--- src/include/pemb_pkg.sv ---
package pemb_pkg;

   // Address control register layout
   localparam int ACR_PAGE_MODE_ENABLE_BIT = 7;
   localparam int ACR_PAGE_SELECT_HIGH_BIT = 6;
   localparam int ACR_PAGE_SELECT_LOW_BIT  = 5;
   localparam logic [7:0] ACR_RESET        = 8'h00;

   // Page select codes
   localparam logic [1:0] SEL_ONE_CLOCK    = 2'h0;
   localparam logic [1:0] SEL_TWO_CLOCK    = 2'h1;
   localparam logic [1:0] SEL_FOUR_CLOCK   = 2'h2;
   localparam logic [1:0] SEL_FAST_CODE    = 2'h3;

   // System clocks per page-hit cycle for each select code
   localparam logic [5:0] HIT_CLOCKS_SEL0  = 6'h01;
   localparam logic [5:0] HIT_CLOCKS_SEL1  = 6'h02;
   localparam logic [5:0] HIT_CLOCKS_SEL2  = 6'h04;
   localparam logic [5:0] HIT_CLOCKS_SEL3  = 6'h02;

   // Classic multiplexed cycle: total clocks and latch phase
   localparam logic [5:0] CLASSIC_CLOCKS   = 6'h04;
   localparam logic [5:0] CLASSIC_LATCH    = 6'h01;

   // Shift giving clocks per stretch machine cycle (1 << 2 = 4)
   localparam int STRETCH_SHIFT            = 2;

   typedef enum logic [1:0] {
      KIND_FETCH,
      KIND_READ,
      KIND_WRITE
   } pemb_kind_e;

   typedef enum logic [1:0] {
      SHAPE_CLASSIC,
      SHAPE_CLASSIC_SWAP,
      SHAPE_PAGE_ONE,
      SHAPE_FAST_CODE
   } pemb_shape_e;

   typedef struct packed {
      pemb_kind_e  kind;
      logic [15:0] addr;
      logic [7:0]  wdata;
   } pemb_req_s;

   typedef struct packed {
      logic       ale;
      logic       program_fetch_strobe_n;
      logic       read_strobe_n;
      logic       write_strobe_n;
      logic [7:0] low_port_out;
      logic       low_port_oe;
      logic [7:0] high_port_out;
      logic       high_port_oe;
   } pemb_bus_s;

endpackage

--- src/rtl/pemb_sequencer.sv ---
`timescale 1ns/1ps

// Summary of operation
// - Page mode when enable bit is one
// - Enable zero gives classic multiplexed bus
// - Codes 00/01/10 share ports, differ timing
// - Code 11 fast fetch: 2 hit, 4 miss
// - Code 11 data accesses take four clocks
// - Only timed writes change address control register
// - High port address, low port data
// - Fetch floats low port, opcode latched end
// - Reads float low port, writes drive it
// - Upper byte change is miss, 2/4/8
// - Upper byte same is hit, 1/2/4
// - Hit: low byte on high port, no latch
// - Miss: upper byte, latch strobe, then hit
// - Store page byte, first access misses
// - Code 00 fetch strobe full clock, continuous
// - Code 00 data move and next fetch miss
// - Code 01 fetch strobe one full clock
// - Four-clock mode compares code and data pages
// - Code 11: low port address, high muxed
// - Code 11 data follows classic timing
// - Classic external cycle lasts four clocks
// - Stretch machine cycle adds four clocks
module pemb_sequencer
   import pemb_pkg::*;
(
   // Clock and reset
   input  wire logic       clk,
   input  wire logic       rst,
   // Core request side
   input  wire logic       req_valid,
   input  wire pemb_req_s  req,
   input  wire logic [2:0] data_stretch,
   output logic            req_ready,
   output logic            resp_valid,
   output logic [7:0]      resp_data,
   // Address control register write port
   input  wire logic       acr_write,
   input  wire logic       acr_timed,
   input  wire logic [7:0] acr_wdata,
   // Status
   output logic [7:0]      address_control_register,
   output logic            page_mode_enable,
   output logic            page_select_high,
   output logic            page_select_low,
   output logic            last_page_hit,
   output logic            page_valid,
   // External bus pins
   input  wire logic [7:0] low_port_in,
   input  wire logic [7:0] high_port_in,
   output pemb_bus_s       bus
);

   typedef struct packed {
      logic [7:0]  acr;
      logic        busy;
      logic [5:0]  cnt;
      logic [5:0]  total;
      logic [5:0]  prefix;
      logic [5:0]  strobe_at;
      pemb_shape_e shape;
      pemb_req_s   cur;
      logic        page_valid;
      logic [7:0]  page_byte;
      logic        force_miss;
      logic        last_hit;
      logic        req_ready;
      logic        resp_valid;
      logic [7:0]  resp_data;
      pemb_bus_s   bus;
   } pemb_state_s;

   pemb_state_s st;
   pemb_state_s next_st;

   function automatic logic [5:0] hit_clocks(input logic [1:0] sel);
      logic [5:0] n;
      n = HIT_CLOCKS_SEL0;
      unique case (sel)
         SEL_ONE_CLOCK:  n = HIT_CLOCKS_SEL0;
         SEL_TWO_CLOCK:  n = HIT_CLOCKS_SEL1;
         SEL_FOUR_CLOCK: n = HIT_CLOCKS_SEL2;
         SEL_FAST_CODE:  n = HIT_CLOCKS_SEL3;
      endcase
      return n;
   endfunction

   function automatic pemb_bus_s idle_bus();
      pemb_bus_s b;
      b.ale                    = 1'b0;
      b.program_fetch_strobe_n = 1'b1;
      b.read_strobe_n          = 1'b1;
      b.write_strobe_n         = 1'b1;
      b.low_port_out           = 8'h00;
      b.low_port_oe            = 1'b0;
      b.high_port_out          = 8'h00;
      b.high_port_oe           = 1'b0;
      return b;
   endfunction

   // Pin levels for the phase that a state describes
   function automatic pemb_bus_s pins_for(input pemb_state_s s);
      pemb_bus_s b;
      logic      pre;
      logic      stb;
      logic      wr;
      b   = idle_bus();
      pre = s.cnt < s.prefix;
      stb = s.cnt >= s.strobe_at;
      wr  = s.cur.kind == KIND_WRITE;
      if (s.busy) begin
         // Latch strobe only in the address phase; strobes stay off there
         b.ale                    = pre;
         b.program_fetch_strobe_n = !(stb && s.cur.kind == KIND_FETCH);
         b.read_strobe_n          = !(stb && s.cur.kind == KIND_READ);
         b.write_strobe_n         = !(stb && wr);
         unique case (s.shape)
            SHAPE_CLASSIC: begin
               b.low_port_out  = pre ? s.cur.addr[7:0] : s.cur.wdata;
               b.low_port_oe   = pre || wr;
               b.high_port_out = s.cur.addr[15:8];
               b.high_port_oe  = 1'b1;
            end
            SHAPE_CLASSIC_SWAP: begin
               b.low_port_out  = s.cur.addr[7:0];
               b.low_port_oe   = 1'b1;
               b.high_port_out = pre ? s.cur.addr[15:8] : s.cur.wdata;
               b.high_port_oe  = pre || wr;
            end
            SHAPE_PAGE_ONE: begin
               // Upper byte while latching, low byte afterwards
               b.high_port_out = pre ? s.cur.addr[15:8] : s.cur.addr[7:0];
               b.high_port_oe  = 1'b1;
               b.low_port_out  = s.cur.wdata;
               b.low_port_oe   = !pre && wr;
            end
            SHAPE_FAST_CODE: begin
               b.low_port_out  = s.cur.addr[7:0];
               b.low_port_oe   = 1'b1;
               b.high_port_out = s.cur.addr[15:8];
               b.high_port_oe  = pre;
            end
         endcase
      end
      return b;
   endfunction

   always_comb begin
      logic       last;
      logic       pme;
      logic [1:0] sel;
      logic       data;
      logic       hit;
      logic [5:0] h;
      logic [5:0] stretch;
      last    = 1'b0;
      pme     = 1'b0;
      sel     = 2'h0;
      data    = 1'b0;
      hit     = 1'b0;
      h       = 6'h00;
      stretch = 6'h00;
      next_st = st;
      next_st.resp_valid = 1'b0;
      last = st.busy && (st.cnt == st.total - 6'h01);

      // Advance or finish the running cycle
      if (st.busy) begin
         if (last) begin
            next_st.busy = 1'b0;
            if (st.cur.kind != KIND_WRITE) begin
               // Captured as the strobe rises at the end of the cycle
               if (st.shape == SHAPE_CLASSIC_SWAP || st.shape == SHAPE_FAST_CODE) begin
                  next_st.resp_data = high_port_in;
               end else begin
                  next_st.resp_data = low_port_in;
               end
               next_st.resp_valid = 1'b1;
            end else begin
               next_st.resp_valid = 1'b1;
            end
         end else begin
            next_st.cnt = st.cnt + 6'h01;
         end
      end

      // Plan a new cycle; back to back so strobes stay low across hits at select 00
      if ((!st.busy || last) && req_valid && st.req_ready) begin
         pme  = st.acr[ACR_PAGE_MODE_ENABLE_BIT];
         sel  = st.acr[ACR_PAGE_SELECT_HIGH_BIT:ACR_PAGE_SELECT_LOW_BIT];
         data = req.kind != KIND_FETCH;
         // One compare register for code and data addresses
         hit  = st.page_valid && (st.page_byte == req.addr[15:8]) &&
                !(sel == SEL_ONE_CLOCK && (data || st.force_miss));
         h    = hit_clocks(sel);
         stretch = data ? (6'(data_stretch) << STRETCH_SHIFT) : 6'h00;
         next_st.busy = 1'b1;
         next_st.cnt  = 6'h00;
         next_st.cur  = req;
         if (!pme) begin
            // Every classic cycle relatches the upper byte
            next_st.shape      = SHAPE_CLASSIC;
            next_st.prefix     = CLASSIC_LATCH;
            next_st.strobe_at  = CLASSIC_LATCH;
            next_st.total      = CLASSIC_CLOCKS + stretch;
            next_st.page_valid = 1'b0;
            next_st.force_miss = 1'b0;
            next_st.last_hit   = 1'b0;
         end else if (sel == SEL_FAST_CODE && data) begin
            next_st.shape      = SHAPE_CLASSIC_SWAP;
            next_st.prefix     = CLASSIC_LATCH;
            next_st.strobe_at  = CLASSIC_LATCH;
            next_st.total      = CLASSIC_CLOCKS + stretch;
            next_st.page_valid = 1'b1;
            next_st.page_byte  = req.addr[15:8];
            next_st.force_miss = 1'b0;
            next_st.last_hit   = 1'b0;
         end else if (sel == SEL_FAST_CODE) begin
            next_st.shape      = SHAPE_FAST_CODE;
            next_st.prefix     = hit ? 6'h00 : h;
            next_st.strobe_at  = (hit ? 6'h00 : h) + 6'h01;
            next_st.total      = (hit ? 6'h00 : h) + h;
            next_st.page_valid = 1'b1;
            next_st.page_byte  = req.addr[15:8];
            next_st.force_miss = 1'b0;
            next_st.last_hit   = hit;
         end else begin
            // Strobe over the later half of the hit part, whole clock at 00/01
            next_st.shape      = SHAPE_PAGE_ONE;
            next_st.prefix     = hit ? 6'h00 : h;
            next_st.strobe_at  = (hit ? 6'h00 : h) + (h >> 1);
            next_st.total      = (hit ? 6'h00 : h) + h + stretch;
            next_st.page_valid = 1'b1;
            next_st.page_byte  = req.addr[15:8];
            next_st.force_miss = (sel == SEL_ONE_CLOCK) && data;
            next_st.last_hit   = hit;
         end
      end

      // Timed write only; a mode change drops the stored page
      if (acr_write && acr_timed) begin
         if (acr_wdata != st.acr) begin
            next_st.page_valid = 1'b0;
            next_st.force_miss = 1'b0;
         end
         next_st.acr = acr_wdata;
      end

      next_st.req_ready = !next_st.busy || (next_st.cnt == next_st.total - 6'h01);
      next_st.bus       = pins_for(next_st);
   end

   always_ff @(posedge clk) begin
      if (rst) begin
         st            <= '0;
         st.acr        <= ACR_RESET;
         st.shape      <= SHAPE_CLASSIC;
         st.page_valid <= 1'b0;
         st.req_ready  <= 1'b1;
         st.bus        <= idle_bus();
      end else begin
         st <= next_st;
      end
   end

   // Outputs straight from the state flops
   assign req_ready                = st.req_ready;
   assign resp_valid               = st.resp_valid;
   assign resp_data                = st.resp_data;
   assign address_control_register = st.acr;
   assign page_mode_enable         = st.acr[ACR_PAGE_MODE_ENABLE_BIT];
   assign page_select_high         = st.acr[ACR_PAGE_SELECT_HIGH_BIT];
   assign page_select_low          = st.acr[ACR_PAGE_SELECT_LOW_BIT];
   assign last_page_hit            = st.last_hit;
   assign page_valid               = st.page_valid;
   assign bus                      = st.bus;

endmodule

--- config.mk ---
export PLATFORM = sky130hd
export DESIGN_NAME = pemb_sequencer
export DESIGN_NICKNAME = d
export VERILOG_FILES = /design/src/include/pemb_pkg.sv /design/src/rtl/pemb_sequencer.sv
export SDC_FILE = /design/constraint.sdc
export NUM_CORES = 1
export LEC_CHECK = 0
export BUFFER_PORTS_ARGS = -buffer_cell sky130_fd_sc_hd__clkbuf_2
export CAP_MARGIN = 0
export CELL_PAD_IN_SITES_DETAIL_PLACEMENT = 1
export CELL_PAD_IN_SITES_GLOBAL_PLACEMENT = 1
export CORE_MARGIN = 4
export CORE_UTILIZATION = 45
export DETAILED_ROUTE_END_ITERATION = 8
export MAX_ROUTING_LAYER = met4
export PLACE_DENSITY = 0.95
export SETUP_SLACK_MARGIN = 0.5
export SLEW_MARGIN = 20
export SYNTH_ARGS = -nofsm -noshare
export SYNTH_HDL_FRONTEND = slang
export SYNTH_SLANG_ARGS = --single-unit
--- constraint.sdc ---
create_clock -name clk -period 10 [get_ports clk]
set_clock_uncertainty 0.15 [all_clocks]
set_input_delay 0.5 -clock clk [delete_from_list [all_inputs] [get_ports clk]]
set_output_delay 0.5 -clock clk [all_outputs]
set_load 0.005 [all_outputs]
==> results of run 1 <==
## power by group through the flow
| stage | Sequential (mW) | Clock [mW] | Combinational, mW |
|---|---|---|---|
| after global routing | 0.456 | 0.400 | 0.216 |
| after global placement | 0.461 | 0 | 0.176 |
| after detailed placement | 0.463 | 0 | 0.188 |
| final | 0.454 | 0.382 | 0.198 |
| after CTS | 0.453 | 0.385 | 0.196 |
| after floorplan | 0.455 | 0 | 0.146 |
## worst max path at each step
stage                 from       to  slack, ps  cells after the start
finish              st[83]  bus[17]       4610                     18
CTS                 st[83]  bus[17]       4690                     18
floorplan           st[83]  bus[10]       5640                     18
global placement    st[83]  bus[12]       5290                     17
detailed placement  st[83]  bus[17]       4720                     18
global route        st[83]  bus[17]       4340                     18
## sequential cells by signal, indices dropped and copies added (netlist names)
| signal | count |
|---|---|
| st | 62 |
| bus | 22 |
| address_control_register | 8 |
| resp_data | 8 |
| last_page_hit | 1 |
| page_valid | 1 |
| req_ready | 1 |
| resp_valid | 1 |
## metrics by stage
| stage | worst slack, ps | instance area [um^2] |
|---|---|---|
| floorplan | 5640 | 5410 |
| global placement | 5290 | 5690 |
| detailed placement | 4720 | 5690 |
| CTS | 4690 | 6010 |
| global route | 4340 | 6010 |
| finish | 4610 | 6010 |
## critical path, cell delays in order, from the launching register on
cell	delay [ps]
dfxtp_1	400
inv_1	60
ha_1	210
and2_1	190
o21a_1	190
o31ai_1	700
a21bo_1	430
nor2_1	110
o21ai_0	190
o31a_1	220
inv_1	100
ha_1	320
a21oi_1	240
nor2b_1	70
o21ai_0	150
nand2_1	140
o31ai_2	900
mux2_1	410
nor2_1	130
## layer usage
metal,routed length [um],track usage,share of wire,vias to the layer above
li1,-,-,-,2225
met1,6430,0.265,0.39,2398
met3,838,0.0360,0.050,56
met2,8790,0.438,0.53,189
met4,547,0.0996,0.033,0
met5,0,-,0,-
## placed cells by master, fill, tap and decap left out, types with 14 or more instances in the layout
master,count
xor2_1,15
clkbuf_2,102
nand3_1,23
nor2_1,88
a21oi_1,51
ha_1,19
dfxtp_1,104
inv_1,14
xnor2_1,16
mux2i_1,40
nand2_1,42
## cell families after synthesis
kind of cell	count (synthesis)	synth area share
AO/OA/AOI/OAI	119	0.142
XOR/XNOR	32	0.0544
buffers and inverters	87	0.0918
flip-flops	104	0.385
AND/OR/NAND/NOR	220	0.191
adder cells (fa/ha/maj)	21	0.0514
multiplexers	45	0.0844
## final cells by class
cell class | count | area (um^2) | area share
Clock buffer | 9 | 225 | 0.0375
Inverter | 14 | 52.6 | 0.00874
Sequential cell | 104 | 2080 | 0.346
Tap cell | 143 | 179 | 0.0298
Multi-Input combinational cell | 437 | 2840 | 0.473
Clock inverter | 7 | 96.3 | 0.0160
Timing Repair Buffer | 105 | 533 | 0.0887
==> reports/qor.yml, run 1 <==
clock_network:
  clockBufferDepth: 2
  ctsHtreeMaxLevel: 3
  cts_tree: "yes"
  clkSinkCount: 104
  cts_setup_buffers: 0
  insertion_delay_ps: 350
  clkTransAtPathRegs_ps: 80
  holdBufCountCts: 0
  cts_buffers: 9
  cts_root_buf: "clkbuf_16"
  cts_resized: 0
detailed_routing:
  drt_iter0_drc: 231
  viasPerCell: 5.94
  postRouteAntennaNets: 0
  drt_pass1_iterations: 5
  drc: 0
  wl_mm: 16.6
  via_count: 4868
  avgRoutedWirePerCell_um: 20.3
pwr:
  pwr_density_cell_nw_per_um2: 172
  p_comb_frac: 0.192
  power_frac_seq: 0.439
  swShare: 0.309
  p_clk_frac: 0.369
  switching_power_mw: 0.320
  vdd_drop_max_uv: 106
  p_leak_nw: 2.66
  internal_power_mw: 0.714
  power.total_mw: 1.03
sta:
  hold_violations: 0
  hold_ws_ps: 248
  min_period_over_period: 0.539
  relSlewSlack: 0.291
  timing.fmax_mhz: 185
  rsz0062_at_grt: "false"
  finalMaxSlewViolations: 0
  setup_tns_ps: 0
  setup_viol: 0
  fin_crit_ps: 5390
  tightest_slew_ps: 1060
placement:
  port_buffers: 102
  dp_cells: 803
  hpwl_mm: 11.6
  gp_congestion: 0.931
yosys:
  syn_area_per_cell_um2: 8.61
  synth_area_leaders: "dfxtp_1 38%, mux2i_1 7.4%, nor2_1 6.1%, buf_4 5.8%, a21oi_1 4.8%"
  syn_nets: 707
  yosysTopAreaCell: "dfxtp_1"
  yosysSeqAreaShare: 0.385
  synth_top_area_frac: 0.385
  yosys_warnings: 0
  synth_area_um2: 5410
  synthTopCellsByCount: "104 x dfxtp_1, 88 x nor2_1, 52 x a21oi_1, 42 x buf_4, 42 x nand2_1"
  yosysMostFrequentCell: "dfxtp_1"
  synth_edf_count: 0
  synth_cell_type_count: 58
  synthFlopType: "dfxtp_1"
  ys_seq_elements: 104
  async_reset_ff_frac: 0
  syn_inst: 628
worst_setup_path:
  critPathLaunchType: "flop"
  crit_type: "flop to flop"
  endpoint_kind: "flop"
  reg2reg_slack_ps: 4610
  timing.rr.end: "bus[17]"
  rr_startpoint: "st[83]"
  worstPathRequired_ps: 10120
  cp.arrival_ps: 5510
  crit_fanout: 13
  r2r_cells: 18
final_layout:
  fillerInstances: 1383
  stdcell_count: 819
  final_core_util: 0.517
  drive_gt1_frac: 0.194
  antenna_cells: 0
  nNetsFinal: 750
  areaGrowthSynthToFinish_pct: 11.1
global_route:
  grt_pass1_wl_mm: 26.7
  grt_max_degree: 81
  track_usage: 0.242
  grt_antenna_before_repair: 0
  gr-total-overflow: 0
  grt_pass1_vias: 5235
floorplan:
  row_count: 39
  dieArea_um2: 13800
  start_util: 0.466
  coreArea_um2: 11600
  ios: 103
  dieHeight_um: 118
  die_width_um: 118
run:
  max-cap-violations: 0
min_path:
  min_from: "acr_wdata[3]"
  hold_class: "input port to flop"
  holdPathEnd: "address_control_register[3]"
  min_path_cells: 3
status:
  status: "complete, no violations"
No activity file was read; power rests on OpenSTA's default activity.
==> inputs of run 2 (changes only) <==
--- a/config.mk
+++ b/config.mk
@@ -10,10 +10,10 @@
 export CELL_PAD_IN_SITES_DETAIL_PLACEMENT = 1
 export CELL_PAD_IN_SITES_GLOBAL_PLACEMENT = 1
 export CORE_MARGIN = 4
-export CORE_UTILIZATION = 45
+export CORE_UTILIZATION = 38
 export DETAILED_ROUTE_END_ITERATION = 8
 export MAX_ROUTING_LAYER = met4
-export PLACE_DENSITY = 0.95
+export PLACE_DENSITY = 0.87
 export SETUP_SLACK_MARGIN = 0.5
 export SLEW_MARGIN = 20
 export SYNTH_ARGS = -nofsm -noshare
==> constraint.sdc (replaced) <==
create_clock -name clk -period 4.5 [get_ports clk]
set_clock_uncertainty 0.15 [all_clocks]
set_input_delay 0.225 -clock clk [delete_from_list [all_inputs] [get_ports clk]]
set_output_delay 0.225 -clock clk [all_outputs]
set_load 0.005 [all_outputs]
==> run 2 against run 1 <==
- register-to-register slack got worse by 4100 ps
- largest power group unchanged
- design area rose by 8.0%
- setup slack got worse by 4100 ps
- critical path type unchanged
- count of clock-buffer cells in the layout did not move
- highest routed layer unchanged
==> reports/qor.yml, run 2 (same netlist as run 1, synthesis figures left out) <==
sta:
  relSlewSlack: 0.389
  hold_violations: 0
  layout_setup_ws_ps: 504
  min_period_over_period: 0.888
  finalMaxSlewViolations: 0
  timing.fmax_mhz: 250
  rsz0062_at_grt: "true"
  tightest_slew_ps: 916
  hold_ws_ps: 12.8
  setup_viol: 0
  setup_tns_ps: 0
  fin_crit_ps: 4000
min_path:
  hold_class: "input port to flop"
worst_setup_path:
  critPathMaxStageDelay_ps: 420
  cp.arrival_ps: 4100
  crit_fanout: 8
  worstPathRequired_ps: 4600
  path_cells: "or3_4, o31a_1, o211a_1, a21bo_4, and2_4, o21ai_1, o31a_1, inv_2, ha_4, a21oi_2, nor2b_1, o21ai_1, nand2_2, o31ai_4, buf_12, buf_4, nor2b_1, a211oi_1"
  crit_type: "flop to flop"
  critPathLaunchType: "flop"
  endpoint_kind: "flop"
  crit_path_top_delay_cell: "or3_4"
clock_network:
  cts_root_buf: "clkbuf_16"
  clkSinkCount: 104
  cts_tree: "yes"
  insertion_delay_ps: 350
  clockBufferDepth: 2
  clkTransAtPathRegs_ps: 70
  cts_buffers: 9
  ctsHtreeMaxLevel: 3
floorplan:
  die_width_um: 127
  coreArea_um2: 13900
  start_util: 0.388
  ios: 103
  row_count: 43
  dieHeight_um: 127
  dieArea_um2: 16200
final_layout:
  nNetsFinal: 782
  regArea_um2: 2090
  largest_register_ffs: 62
  regMostFlops: "st"
  areaGrowthSynthToFinish_pct: 20.0
  layout_common_cells: "102 x dfxtp_1, 102 x clkbuf_2, 88 x nor2_1"
  fillerInstances: 1635
  antenna_cells: 0
  multiInputGateArea_um2: 2990
  reg.largest.list: "st (62), bus (22)"
  drive_gt1_frac: 0.253
pwr:
  p_clk_frac: 0.358
  p_leak_nw: 2.85
  internal_power_mw: 1.68
  p_comb_frac: 0.217
  power.total_mw: 2.37
  pwr_density_cell_nw_per_um2: 365
  vdd_drop_max_uv: 182
  switching_power_mw: 0.689
  swShare: 0.291
  power_frac_seq: 0.425
global_route:
  grtUsageMet1: 0.228
  grt_pass1_wl_mm: 25.9
  grt_pass1_vias: 5215
  grt_antenna_before_repair: 0
  gr-usage-met3: 0.0322
  top_usage_layer: "met2"
  gr-usage-met2: 0.361
  grt_max_degree: 80
  track_usage: 0.205
  gr-total-overflow: 0
detailed_routing:
  wl_mm: 16.7
  viasPerCell: 5.47
  drc: 0
  drt_iter0_drc: 253
  postRouteAntennaNets: 0
  avgRoutedWirePerCell_um: 18.8
  via_count: 4854
  drt_pass1_iterations: 4
placement:
  dp_slack_ps: -2.10
  gp_congestion: 0.865
  port_buffers: 102
  hpwl_mm: 11.4
status:
  status: "complete, no violations"
run:
  max-cap-violations: 0
-- run 2: changes by cell type in the layout (fill, tap and decap cells not counted), sizes merged --
cell         change
bufinv           +1
inv              -1
clkinv           -1
dlygate4sd3      +8
buf             +24
-- run 2: final cells by class --
cell class                 instances  share of cell area
tap                              180              0.0347
inverter                          14             0.00809
sequential                       104               0.321
timing repair buffer             137               0.126
multi-input combinational        437               0.461
clock inverter                     6              0.0139
clock buffer                       9              0.0347
-- run 2: final timing paths --
| check | cells past startpoint | slack (ps) | startpoint | endpoint |
|---|---|---|---|---|
| max | 18 | 500 | st[85] | bus[14] |
| min | 3 | 10 | req[17] | st[35] |
| max reg2reg | 18 | 500 | st[85] | bus[14] |
| min reg2reg | 2 | 310 | st[76] | st[76] |
-- run 2: timing repair --
| item | 4_1_cts | 5_1_grt |
|---|---|---|
| setup buffers | 6 | 10 |
| resized for setup | 6 | 27 |
| pin swaps | 3 | 8 |
| hold endpoints to repair | 8 | 0 |
| hold buffers | 8 | 0 |
| setup endpoints to repair | 19 | 23 |
-- run 2: power by group through the flow --
stage | logic, mW | clock network, mW | registers [mW]
detailed placement | 0.439 | 0 | 1.03
floorplan | 0.336 | 0 | 1.01
global route | 0.562 | 0.901 | 1.01
CTS | 0.475 | 0.860 | 1.01
global placement | 0.412 | 0 | 1.02
finish | 0.514 | 0.848 | 1.01
-- run 2: through the flow --
step,util,cell area (um^2),cells
detailed placement,0.417,5810,848
finish,0.466,6490,887
floorplan,-,5450,628
global placement,0.417,5810,848
global route,0.466,6490,887
CTS,0.451,6280,877
-- run 2: worst max-delay path, delay by kind of cell, from the launching register on --
kind,cells,cell delay (ps)
AO/OA/AOI/OAI,9,1980
adder cells (fa/ha/maj),1,220
buffers and inverters,3,360
flip-flops,1,360
AND/OR/NAND/NOR,5,810
-- run 2: metal layers --
metal | part of all wire | vias up | routed length, um
li1 | - | 2281 | -
met1 | 0.41 | 2393 | 6770
met2 | 0.52 | 134 | 8700
met3 | 0.035 | 46 | 587
met4 | 0.037 | 0 | 619
met5 | 0 | - | 0
